[src/usb_fifo_cfg.svh]
/*
 Register indices, bit positions, reset values and sizes of the FIFO block.
 Assumes: byte address is four times the index.
*/
`ifndef USB_FIFO_CFG_SVH
`define USB_FIFO_CFG_SVH

// ----------------------------------------------------------------
// Register indices
// ----------------------------------------------------------------
`define IDX_EP_SETUP 16'hff70
`define IDX_BULK_IN_DATA 16'hff71
`define IDX_BULK_OUT_DATA 16'hff72
`define IDX_EP0_WRITE_DATA 16'hff73
`define IDX_FIFO_STATUS 16'hff74
`define IDX_TRANSMIT_END 16'hff75
`define IDX_IN_FLUSH 16'hff79
`define IDX_OUT_FLUSH 16'hff7a

// ----------------------------------------------------------------
// Bit positions
// ----------------------------------------------------------------
`define OUT_FLUSH_CPU 0
`define OUT_FLUSH_BOTH 1
`define IN_FLUSH_EP0_WRITE 1
`define IN_FLUSH_BULK_CPU 4
`define END_EP0 0
`define END_BULK_IN 1
`define SETUP_IN_EN 0
`define SETUP_OUT_EN 1
`define SETUP_CONFIGURED 2
`define SETUP_EP0_STAT1 3
`define SETUP_OUT_NAK 4

// ----------------------------------------------------------------
// Resets, sizes, answers
// ----------------------------------------------------------------
`define SETUP_RESET 4'h0
`define END_KEEP_RESET 2'h0
`define BULK_DEPTH 7'h40
`define EP0_DEPTH 7'h08
`define RESP_OKAY 2'h0
`define RESP_DECERR 2'h3

`endif

[src/usb_fifo_pkg.sv]
/*
 Types of the FIFO control block.
 Assumes: nothing.
*/
package usb_fifo_pkg;

   typedef enum logic [1:0] {
      EP_ZERO = 2'b00,
      EP_BULK_IN = 2'b01
   } ep_select_type;

   typedef struct packed {
      ep_select_type ep;
      logic [6:0] len;
   } tx_req_type;

endpackage

[src/tx_req_if.sv]
/*
 Transmit request carrier.
 Assumes: one clock for both ends.
*/
`timescale 1ns/1ps
interface tx_req_if;
   import usb_fifo_pkg::*;
   logic valid;
   logic ready;
   tx_req_type req;
   modport src (output valid, output req, input ready);
   modport dst (input valid, input req, output ready);
endinterface

[src/byte_counter.sv]
/*
 Byte counter of one FIFO half.
 Assumes: synchronous reset on aclk.
*/
`timescale 1ns/1ps
module byte_counter (
   input wire logic aclk,
   input wire logic aresetn,
   input wire logic clear,
   input wire logic load,
   input wire logic [6:0] load_value,
   input wire logic inc,
   input wire logic dec,
   output logic [6:0] count
);

   // A byte arriving while clearing is kept
   always_ff @(posedge aclk) begin
      if (!aresetn) begin
         count <= 7'h00;
      end else if (clear) begin
         count <= {6'h00, inc};
      end else if (load) begin
         count <= load_value;
      end else if (inc && !dec) begin
         count <= count + 7'h01;
      end else if (dec && !inc) begin
         count <= count - 7'h01;
      end
   end

endmodule

[src/tx_request_buffer.sv]
/*
 Two-entry transmit request buffer.
 Assumes: out_ready may stall for any time.
*/
`timescale 1ns/1ps
module tx_request_buffer
   import usb_fifo_pkg::*;
(
   input wire logic aclk,
   input wire logic aresetn,
   tx_req_if.dst in_side,
   output logic out_valid,
   input wire logic out_ready,
   output tx_req_type out_req
);

   tx_req_type entry_reg [2];
   logic wr_ptr_reg;
   logic rd_ptr_reg;
   logic [1:0] count_reg;
   logic push;
   logic pop;

   assign in_side.ready = (count_reg != 2'h2);
   assign push = in_side.valid && in_side.ready;
   assign out_valid = (count_reg != 2'h0);
   assign pop = out_valid && out_ready;
   assign out_req = entry_reg[rd_ptr_reg];

   always_ff @(posedge aclk) begin
      if (!aresetn) begin
         entry_reg[0] <= '0;
         entry_reg[1] <= '0;
      end else if (push) begin
         entry_reg[wr_ptr_reg] <= in_side.req;
      end
   end

   always_ff @(posedge aclk) begin
      if (!aresetn) begin
         wr_ptr_reg <= 1'b0;
         rd_ptr_reg <= 1'b0;
      end else begin
         if (push) begin
            wr_ptr_reg <= !wr_ptr_reg;
         end
         if (pop) begin
            rd_ptr_reg <= !rd_ptr_reg;
         end
      end
   end

   always_ff @(posedge aclk) begin
      if (!aresetn) begin
         count_reg <= 2'h0;
      end else if (push && !pop) begin
         count_reg <= count_reg + 2'h1;
      end else if (pop && !push) begin
         count_reg <= count_reg - 2'h1;
      end
   end

endmodule

[src/usb_fifo_ctrl.sv]
/*
 FIFO clear and transmit-end control of a USB function.
 AXI4-Lite register slave; requests go to the engine.
 Assumes: one-cycle done pulse per IN packet;
 inputs synchronous to aclk.
*/
// Our own choice: register access over AXI4-Lite.
`timescale 1ns/1ps
`include "usb_fifo_cfg.svh"

// What this block does
// RQ1: Bulk-out flush register always reads zero.
// RQ2: Writing one flushes the chosen FIFO; the bit never stays set.
// RQ3: Zero bits written to flush or end registers do nothing.
// RQ4: Flush and end bits ignored for unsupported or unconfigured endpoints.
// RQ5: Bit 1 of bulk-out flush empties both halves and their counters.
// RQ6: Bit 0 of bulk-out flush empties only the CPU half.
// RQ7: Bulk-out flush drops the NAK flag unless firmware set it.
// RQ8: Writing one to an end bit starts transfer; bit self-clears.
// RQ9: End register reads zero except bits 7 and 6, plain storage.
// RQ10: Bulk-in end swaps buffer soon, sets bulk-in NAK, sends data.
// RQ11: Bulk-in end with zero count sends a zero-length packet.
// RQ12: Bulk-in end with bytes and not full sends a short packet.
// RQ13: Full CPU-side bulk-in buffer starts sending without any strobe.
// RQ14: Endpoint-0 end sets write NAK flag and sends the write buffer.
// RQ15: Endpoint-0 end, zero count and status bit 1 sends null packet.
// RQ16: Endpoint-0 end, bytes, status bit 1, not full sends short packet.
// RQ17: Firmware strobes bulk-in end only after writing all its bytes.
// RQ18: Endpoint-0 write flush empties that buffer and resets its counter.
// RQ19: Both bulk-out flush bits together mean a full flush, one write.
module usb_fifo_ctrl
   import usb_fifo_pkg::*;
(
   input wire logic aclk,
   input wire logic aresetn,
   input wire logic [17:0] awaddr,
   input wire logic awvalid,
   output logic awready,
   input wire logic [31:0] wdata,
   input wire logic [3:0] wstrb,
   input wire logic wvalid,
   output logic wready,
   output logic [1:0] bresp,
   output logic bvalid,
   input wire logic bready,
   input wire logic [17:0] araddr,
   input wire logic arvalid,
   output logic arready,
   output logic [31:0] rdata,
   output logic [1:0] rresp,
   output logic rvalid,
   input wire logic rready,
   input wire logic rx_byte_valid,
   output logic rx_byte_ready,
   input wire logic rx_packet_end,
   output logic tx_valid,
   input wire logic tx_ready,
   output ep_select_type tx_endpoint,
   output logic [6:0] tx_length,
   input wire logic tx_done_bulk_in,
   input wire logic tx_done_ep0,
   output logic bulk_out_nak_flag,
   output logic bulk_in_nak_flag,
   output logic ep_zero_write_nak_flag
);

   // ----------------------------------------------------------------
   // Declarations
   // ----------------------------------------------------------------
   logic aw_held_reg;
   logic [17:0] awaddr_reg;
   logic w_held_reg;
   logic [7:0] wbyte_reg;
   logic wlane_reg;
   logic bvalid_reg;
   logic [1:0] bresp_reg;
   logic rvalid_reg;
   logic [31:0] rdata_reg;
   logic [1:0] rresp_reg;
   logic [31:0] rd_word;
   logic rd_hit;
   logic rd_take;
   logic wr_fire;
   logic wr_hit;
   logic wr_byte;
   logic [15:0] wr_idx;
   logic [3:0] setup_reg;
   logic [1:0] end_keep_reg;
   logic in_ok;
   logic out_ok;
   logic wr_setup;
   logic flush_out_cpu;
   logic flush_out_both;
   logic flush_out_any;
   logic bi_flush;
   logic ep0_flush;
   logic end_bulk;
   logic end_ep0;
   logic bi_push;
   logic ep0_push;
   logic bo_pop;
   logic [6:0] bo_sie_cnt;
   logic [6:0] bo_cpu_cnt;
   logic [6:0] bi_cnt;
   logic [6:0] ep0_cnt;
   logic bo_pkt_reg;
   logic pkt_end_take;
   logic bo_toggle;
   logic bo_nak_reg;
   logic bo_nak_fw_reg;
   logic bi_nak_reg;
   logic ep0_nak_reg;
   logic bi_pend_reg;
   logic ep0_pend_reg;
   logic bi_want;
   logic ep0_want;
   logic bi_go;
   logic ep0_go;
   tx_req_type tx_out;

   tx_req_if txq ();

   function automatic logic is_mapped(input logic [15:0] idx);
      case (idx)
         `IDX_EP_SETUP, `IDX_BULK_IN_DATA, `IDX_BULK_OUT_DATA,
         `IDX_EP0_WRITE_DATA, `IDX_FIFO_STATUS, `IDX_TRANSMIT_END,
         `IDX_IN_FLUSH, `IDX_OUT_FLUSH: is_mapped = 1'b1;
         default: is_mapped = 1'b0;
      endcase
   endfunction

   // ----------------------------------------------------------------
   // AXI4-Lite write channels
   // ----------------------------------------------------------------
   // Either of address and data may come first
   assign awready = !aw_held_reg;
   assign wready = !w_held_reg;
   assign wr_fire = aw_held_reg && w_held_reg && !bvalid_reg;
   assign bvalid = bvalid_reg;
   assign bresp = bresp_reg;

   always_ff @(posedge aclk) begin
      if (!aresetn) begin
         aw_held_reg <= 1'b0;
         awaddr_reg <= 18'h00000;
      end else if (awvalid && awready) begin
         aw_held_reg <= 1'b1;
         awaddr_reg <= awaddr;
      end else if (wr_fire) begin
         aw_held_reg <= 1'b0;
      end
   end

   always_ff @(posedge aclk) begin
      if (!aresetn) begin
         w_held_reg <= 1'b0;
         wbyte_reg <= 8'h00;
         wlane_reg <= 1'b0;
      end else if (wvalid && wready) begin
         w_held_reg <= 1'b1;
         wbyte_reg <= wdata[7:0];
         wlane_reg <= wstrb[0];
      end else if (wr_fire) begin
         w_held_reg <= 1'b0;
      end
   end

   always_ff @(posedge aclk) begin
      if (!aresetn) begin
         bvalid_reg <= 1'b0;
         bresp_reg <= `RESP_OKAY;
      end else if (wr_fire) begin
         bvalid_reg <= 1'b1;
         bresp_reg <= wr_hit ? `RESP_OKAY : `RESP_DECERR;
      end else if (bready) begin
         bvalid_reg <= 1'b0;
      end
   end

   assign wr_idx = awaddr_reg[17:2];
   assign wr_hit = is_mapped(wr_idx) && (awaddr_reg[1:0] == 2'h0);
   assign wr_byte = wr_fire && wr_hit && wlane_reg;

   // ----------------------------------------------------------------
   // AXI4-Lite read channels
   // ----------------------------------------------------------------
   assign arready = !rvalid_reg;
   assign rd_take = arvalid && arready;
   assign rvalid = rvalid_reg;
   assign rdata = rdata_reg;
   assign rresp = rresp_reg;

   always_comb begin
      rd_word = 32'h00000000;
      case (araddr[17:2])
         `IDX_EP_SETUP: rd_word = {27'h0000000, bo_nak_fw_reg, setup_reg};
         `IDX_FIFO_STATUS: rd_word = {1'b0, ep0_cnt, 1'b0, bi_cnt, 1'b0,
            bo_cpu_cnt, 5'h00, ep0_nak_reg, bi_nak_reg, bo_nak_reg};
         `IDX_TRANSMIT_END: rd_word = {24'h000000, end_keep_reg, 6'h00}; // [RQ9]
         default: rd_word = 32'h00000000; // [RQ1]
      endcase
   end

   assign rd_hit = is_mapped(araddr[17:2]) && (araddr[1:0] == 2'h0);

   always_ff @(posedge aclk) begin
      if (!aresetn) begin
         rvalid_reg <= 1'b0;
         rdata_reg <= 32'h00000000;
         rresp_reg <= `RESP_OKAY;
      end else if (rd_take) begin
         rvalid_reg <= 1'b1;
         rdata_reg <= rd_hit ? rd_word : 32'h00000000;
         rresp_reg <= rd_hit ? `RESP_OKAY : `RESP_DECERR;
      end else if (rready) begin
         rvalid_reg <= 1'b0;
      end
   end

   // ----------------------------------------------------------------
   // Setup and end-register storage
   // ----------------------------------------------------------------
   assign wr_setup = wr_byte && (wr_idx == `IDX_EP_SETUP);
   assign in_ok = setup_reg[`SETUP_IN_EN] && setup_reg[`SETUP_CONFIGURED];
   assign out_ok = setup_reg[`SETUP_OUT_EN] && setup_reg[`SETUP_CONFIGURED];

   always_ff @(posedge aclk) begin
      if (!aresetn) begin
         setup_reg <= `SETUP_RESET;
      end else if (wr_setup) begin
         setup_reg <= wbyte_reg[3:0];
      end
   end

   always_ff @(posedge aclk) begin
      if (!aresetn) begin
         end_keep_reg <= `END_KEEP_RESET;
      end else if (wr_byte && (wr_idx == `IDX_TRANSMIT_END)) begin
         end_keep_reg <= wbyte_reg[7:6]; // [RQ9]
      end
   end

   // ----------------------------------------------------------------
   // Write and read decode: one-cycle strobes, never stored
   // ----------------------------------------------------------------
   // One in the bit and a supported endpoint
   assign flush_out_cpu = wr_byte && (wr_idx == `IDX_OUT_FLUSH) && out_ok &&
      wbyte_reg[`OUT_FLUSH_CPU]; // [RQ2] [RQ3] [RQ4] [RQ6]
   assign flush_out_both = wr_byte && (wr_idx == `IDX_OUT_FLUSH) && out_ok &&
      wbyte_reg[`OUT_FLUSH_BOTH]; // [RQ2] [RQ3] [RQ4] [RQ5]
   assign flush_out_any = flush_out_cpu || flush_out_both;
   assign bi_flush = wr_byte && (wr_idx == `IDX_IN_FLUSH) && in_ok &&
      wbyte_reg[`IN_FLUSH_BULK_CPU]; // [RQ3] [RQ4]
   assign ep0_flush = wr_byte && (wr_idx == `IDX_IN_FLUSH) &&
      wbyte_reg[`IN_FLUSH_EP0_WRITE]; // [RQ18]
   assign end_bulk = wr_byte && (wr_idx == `IDX_TRANSMIT_END) && in_ok &&
      wbyte_reg[`END_BULK_IN]; // [RQ8] [RQ3] [RQ4]
   // Needs status bit 1
   assign end_ep0 = wr_byte && (wr_idx == `IDX_TRANSMIT_END) &&
      wbyte_reg[`END_EP0] && setup_reg[`SETUP_EP0_STAT1]; // [RQ8] [RQ15]
   assign bi_push = wr_byte && (wr_idx == `IDX_BULK_IN_DATA) && in_ok &&
      (bi_cnt != `BULK_DEPTH);
   assign ep0_push = wr_byte && (wr_idx == `IDX_EP0_WRITE_DATA) &&
      (ep0_cnt != `EP0_DEPTH);
   assign bo_pop = rd_take && rd_hit && out_ok && (bo_cpu_cnt != 7'h00) &&
      (araddr[17:2] == `IDX_BULK_OUT_DATA);

   // ----------------------------------------------------------------
   // Bulk-out FIFO halves
   // ----------------------------------------------------------------
   // Engine half refuses bytes while holding a packet
   assign rx_byte_ready = out_ok && !bo_pkt_reg &&
      (bo_sie_cnt != `BULK_DEPTH);
   assign pkt_end_take = rx_packet_end && out_ok && !bo_pkt_reg;
   assign bo_toggle = bo_pkt_reg && (bo_cpu_cnt == 7'h00) && !flush_out_any;

   byte_counter bo_sie_half (
      .aclk(aclk),
      .aresetn(aresetn),
      .clear(flush_out_both || bo_toggle), // [RQ5] [RQ19]
      .load(1'b0),
      .load_value(7'h00),
      .inc(rx_byte_valid && rx_byte_ready),
      .dec(1'b0),
      .count(bo_sie_cnt)
   );

   byte_counter bo_cpu_half (
      .aclk(aclk),
      .aresetn(aresetn),
      .clear(flush_out_any), // [RQ5] [RQ6] [RQ19]
      .load(bo_toggle),
      .load_value(bo_sie_cnt),
      .inc(1'b0),
      .dec(bo_pop),
      .count(bo_cpu_cnt)
   );

   always_ff @(posedge aclk) begin
      if (!aresetn) begin
         bo_pkt_reg <= 1'b0;
      end else if (pkt_end_take) begin
         bo_pkt_reg <= 1'b1;
      end else if (flush_out_both || bo_toggle) begin
         bo_pkt_reg <= 1'b0; // [RQ5]
      end
   end

   always_ff @(posedge aclk) begin
      if (!aresetn) begin
         bo_nak_fw_reg <= 1'b0;
      end else if (wr_setup) begin
         bo_nak_fw_reg <= wbyte_reg[`SETUP_OUT_NAK];
      end
   end

   // Packet beside an unread CPU half sets NAK
   always_ff @(posedge aclk) begin
      if (!aresetn) begin
         bo_nak_reg <= 1'b0;
      end else if (pkt_end_take && (bo_cpu_cnt != 7'h00)) begin
         bo_nak_reg <= 1'b1;
      end else if (wr_setup) begin
         bo_nak_reg <= wbyte_reg[`SETUP_OUT_NAK];
      end else if ((flush_out_any || bo_toggle) && !bo_nak_fw_reg) begin
         bo_nak_reg <= 1'b0; // [RQ7]
      end
   end

   // ----------------------------------------------------------------
   // Bulk-in CPU half and endpoint-0 write buffer
   // ----------------------------------------------------------------
   byte_counter bi_cpu_half (
      .aclk(aclk),
      .aresetn(aresetn),
      .clear(bi_flush || bi_go), // [RQ10]
      .load(1'b0),
      .load_value(7'h00),
      .inc(bi_push),
      .dec(1'b0),
      .count(bi_cnt)
   );

   byte_counter ep0_write_half (
      .aclk(aclk),
      .aresetn(aresetn),
      .clear(ep0_flush || ep0_go), // [RQ18]
      .load(1'b0),
      .load_value(7'h00),
      .inc(ep0_push),
      .dec(1'b0),
      .count(ep0_cnt)
   );

   // ----------------------------------------------------------------
   // Transmit launch
   // ----------------------------------------------------------------
   // Waits while a packet is still in flight
   assign bi_want = (bi_pend_reg || (bi_cnt == `BULK_DEPTH)) && in_ok &&
      !bi_nak_reg && !bi_flush; // [RQ10] [RQ13]
   assign ep0_want = ep0_pend_reg && !ep0_nak_reg && !ep0_flush;
   // Endpoint 0 first: control must not wait behind bulk
   assign ep0_go = ep0_want && txq.ready; // [RQ14]
   assign bi_go = bi_want && txq.ready && !ep0_want;
   assign txq.valid = ep0_want || bi_want;

   // Zero buffered bytes give a null packet
   always_comb begin
      if (ep0_want) begin
         txq.req = '{ep: EP_ZERO, len: ep0_cnt}; // [RQ15] [RQ16]
      end else begin
         txq.req = '{ep: EP_BULK_IN, len: bi_cnt}; // [RQ11] [RQ12]
      end
   end

   always_ff @(posedge aclk) begin
      if (!aresetn) begin
         bi_pend_reg <= 1'b0;
      end else if (end_bulk) begin
         bi_pend_reg <= 1'b1; // [RQ8] [RQ10]
      end else if (bi_go) begin
         bi_pend_reg <= 1'b0;
      end
   end

   always_ff @(posedge aclk) begin
      if (!aresetn) begin
         ep0_pend_reg <= 1'b0;
      end else if (end_ep0) begin
         ep0_pend_reg <= 1'b1; // [RQ8] [RQ14]
      end else if (ep0_go || ep0_flush) begin
         ep0_pend_reg <= 1'b0;
      end
   end

   always_ff @(posedge aclk) begin
      if (!aresetn) begin
         bi_nak_reg <= 1'b0;
      end else if (bi_go) begin
         bi_nak_reg <= 1'b1; // [RQ10]
      end else if (tx_done_bulk_in) begin
         bi_nak_reg <= 1'b0;
      end
   end

   always_ff @(posedge aclk) begin
      if (!aresetn) begin
         ep0_nak_reg <= 1'b0;
      end else if (ep0_go) begin
         ep0_nak_reg <= 1'b1; // [RQ14]
      end else if (tx_done_ep0 || ep0_flush) begin
         ep0_nak_reg <= 1'b0;
      end
   end

   // ----------------------------------------------------------------
   // Request buffer toward the engine and flag outputs
   // ----------------------------------------------------------------
   tx_request_buffer tx_queue (
      .aclk(aclk),
      .aresetn(aresetn),
      .in_side(txq.dst),
      .out_valid(tx_valid),
      .out_ready(tx_ready),
      .out_req(tx_out)
   );

   assign tx_endpoint = tx_out.ep;
   assign tx_length = tx_out.len;
   assign bulk_out_nak_flag = bo_nak_reg;
   assign bulk_in_nak_flag = bi_nak_reg;
   assign ep_zero_write_nak_flag = ep0_nak_reg;

endmodule

[config.mk]
export PLATFORM = sky130hd
export DESIGN_NAME = usb_fifo_ctrl
export DESIGN_NICKNAME = d
export VERILOG_FILES = /design/src/usb_fifo_pkg.sv /design/src/tx_req_if.sv /design/src/byte_counter.sv /design/src/tx_request_buffer.sv /design/src/usb_fifo_ctrl.sv
export VERILOG_INCLUDE_DIRS = /design/src
export SDC_FILE = /design/constraint.sdc
export NUM_CORES = 1
export LEC_CHECK = 0
export BUFFER_PORTS_ARGS = -buffer_cell sky130_fd_sc_hd__buf_4
export CELL_PAD_IN_SITES_DETAIL_PLACEMENT = 1
export CELL_PAD_IN_SITES_GLOBAL_PLACEMENT = 1
export CORE_MARGIN = 2
export CORE_UTILIZATION = 40
export CTS_CLUSTER_DIAMETER = 150
export DETAILED_ROUTE_END_ITERATION = 8
export PLACE_DENSITY = 0.8
export SLEW_MARGIN = 25
export SYNTH_ARGS = -nofsm -noshare
export SYNTH_HDL_FRONTEND = slang
export SYNTH_SLANG_ARGS = --single-unit
[constraint.sdc]
create_clock -name aclk -period 3.3 [get_ports aclk]
set_input_delay 0.495 -clock aclk [delete_from_list [all_inputs] [get_ports aclk]]
set_output_delay 0.495 -clock aclk [all_outputs]
set_load 0.005 [all_outputs]
==> impl_metrics.yaml <==
global_routing:
  grt_pass1_wl_mm: 26.0
  grt_max_degree: 51
  track_usage_pct: 22.9
  antenna_found_initial: 0
  grt_pass1_vias: 5186
  grt_overflow: 0
clock_network:
  clock_latency_ns: 0.42
  ctsHoldBuffers: 0
  cts_resized: 0
  htree_levels: 4
  cts_buffer_depth: 2
  cts_tree: "built"
  clock_sinks: 122
  clk_pin_slew_worst_paths_ns: 0.06
  cts-root-buf: "clkbuf_16"
  cts_setup_buffers: 0
  cts_buffers: 17
outcome:
  outcome: "completed"
critical_path:
  path_max_fanout: 7
  start_kind: "flip-flop"
  critPathSlowestCell: "a2111o_1"
  end_kind: "flip-flop"
  max_stage_delay_ns: 0.53
  worstSetupPathType: "reg -> reg"
  cp.arrival_ns: 3.02
  crit_chain: "nor4_2, nand3_1, a2111o_1, o22ai_4, ha_1, or3_1, a21oi_1"
  required_ns: 3.65
sta:
  clock.fmax_ghz: 0.375
  rsz0062_at_grt: "no"
  finalClockSkew_ns: 0.0108
  maxSlewViolCount: 0
  period_needed_ns: 2.67
  worst_pin_slew_ns: 0.680
  slew_headroom_pct: 54.5
  finalHoldViolations: 0
  setup_viol_count_final: 0
  fin_tns_setup_ns: 0
  whs_ns: 0.264
  fin_crit_sh_pct: 80.8
floorplanning:
  io_pins: 139
  die_area_um2: 14700
  die_w_um: 121
  die_h_um: 121
  core_um2: 13300
  rows: 42
  start_util_pct: 41.3
layout:
  layout.nets: 795
  layout.cells.non_filler: 892
  syn_to_final_growth_pct: 28.1
  largest_reg_flops: 28
  antennaDiodeCount: 0
  final_util_pct: 52.9
  final_common_cell: "buf_4"
  drive_above_1_share_pct: 23.3
  final_cell_mix: "109 x buf_4, 106 x dfxtp_1, 87 x nor2_1"
synth:
  seq_area_frac_synth_pct: 47.4
  synth.cell_area_um2: 5490
  yosys_warnings: 0
  synth_cell_types: 63
  synth-edff-count: 16
  synth_cells: 603
  synthArstFlopShare_pct: 0
  yosysTopAreaCellShare_pct: 38.7
  synth-seq-cells: 122
  syn_avg_cell_area_um2: 9.10
  synth.area.top_cells: "dfxtp_1 39%, edfxtp_1 8.8%, nor2_1 6.0%, nand2_1 4.9%, a21oi_1 3.8%"
  synthFlopType: "dfxtp_1"
  yosysTopAreaCell: "dfxtp_1"
placed_design:
  post-place-cells: 860
  place_congestion: 0.845
  hpwl_mm: 11.4
  place.port_buffers: 105
power:
  vdd_drop_max_uv: 328
  p_clk_share_pct: 52.5
  p_sw_share_pct: 21.3
  p_int_w: 0.00300
  power_switching_w: 0.000812
  p_comb_share_pct: 6.2
  p_leak_nw: 2.80
  finalPower_w: 0.00381
  power.density_nw_per_um2: 542
  power_frac_seq_pct: 41.3
route:
  drtIter0Drc: 277
  vias: 4860
  wl_per_cell_um: 18.0
  postRouteAntennaNets: 0
  wl_mm: 16.1
  via_per_inst: 5.45
  firstDrtPassIters: 4
  drc_errors: 0
job:
  drv_cap: 0
min_path:
  hold_class: "in -> reg"
layout make-up:
cell class	count	area (um2)
fill	1543	6270
multi-input combinational	431	2660
sequential	122	2600
timing repair buffer	110	838
clock buffer	25	495
tap	176	220
clock inverter	7	136
inverter	21	78.8
synthesized netlist by cell type (all sizes together) (4+ instances only):
library cell  count
nor2b             5
clkbuf           17
mux2             11
ha                8
a211oi            6
inv              21
or3               8
a22oi            24
and3              6
nor2             87
mux2i            19
nand3            18
a21oi            42
buf              16
and4b             4
o21ai            12
nand2b            7
nor3             10
xnor2             4
and3b             4
edfxtp           16
dfxtp           106
xor2             17
nand4            17
nor4              7
nand2            72
power groups by stage:
stage                     Sequential [W]  Clock, W  Combinational, W
final                            0.00157   0.00200          0.000235
after detailed placement         0.00160         0          0.000233
after CTS                        0.00157   0.00203          0.000237
after global placement           0.00160         0          0.000223
after floorplan                  0.00159         0          0.000129
after global routing             0.00158   0.00209          0.000259
kinds of logic (layout without fill, tap and decap cells):
kind of cell    count (synthesis)  count (layout)  share of synthesized area (%)
compound gates                102             102                           12.2
fa+ha+maj                       8               8                           1.82
simple gates                  265             265                           24.9
other cells                     1               5                         0.0683
flops                         122             122                           47.4
buf+inv                        54             163                           4.52
xor+xnor                       21              21                           3.35
mux                            30              30                           5.72
critical path: cells and delay by family, from the launching register on:
family	cells	cell delay, ns
simple gates	3	0.87
compound gates	3	1.00
fa+ha+maj	1	0.33
flops	1	0.40
stage by stage:
stage	setup slack, ns	area [um2]
5_1_grt	0.472	7030
4_1_cts	0.631	7020
3_3_place_gp	0.716	6390
3_5_place_dp	0.624	6390
6_report	0.634	7030
2_1_floorplan	0.880	5500
path summary, 6_finish.rpt:
check	startpoint	endpoint	slack (ns)	depth (start not counted)
worst max-delay path	bi_cpu_half.count[3]$_SDFFE_PP0P_	tx_queue.count_reg[1]$_SDFFE_PN0P_	0.63	7
worst min-delay path	rready	rvalid$_SDFFE_PN0P_	0.26	2
worst max register to register	bi_cpu_half.count[3]$_SDFFE_PP0P_	tx_queue.count_reg[1]$_SDFFE_PN0P_	0.63	7
worst min register to register	awaddr_reg[17]$_SDFFE_PN0P_	awaddr_reg[17]$_SDFFE_PN0P_	0.46	2
routing by layer:
| metal | track usage (%) | share of wire [%] | up-vias | wire, um |
|---|---|---|---|---|
| li1 | - | - | 2319 | - |
| met1 | 24.6 | 39 | 2426 | 6280 |
| met2 | 43.2 | 56 | 90 | 8960 |
| met3 | 5.08 | 3.6 | 25 | 573 |
| met4 | 8.87 | 1.5 | 0 | 246 |
| met5 | 0 | 0 | - | 0 |
Power figures use the tool's default switching activity.
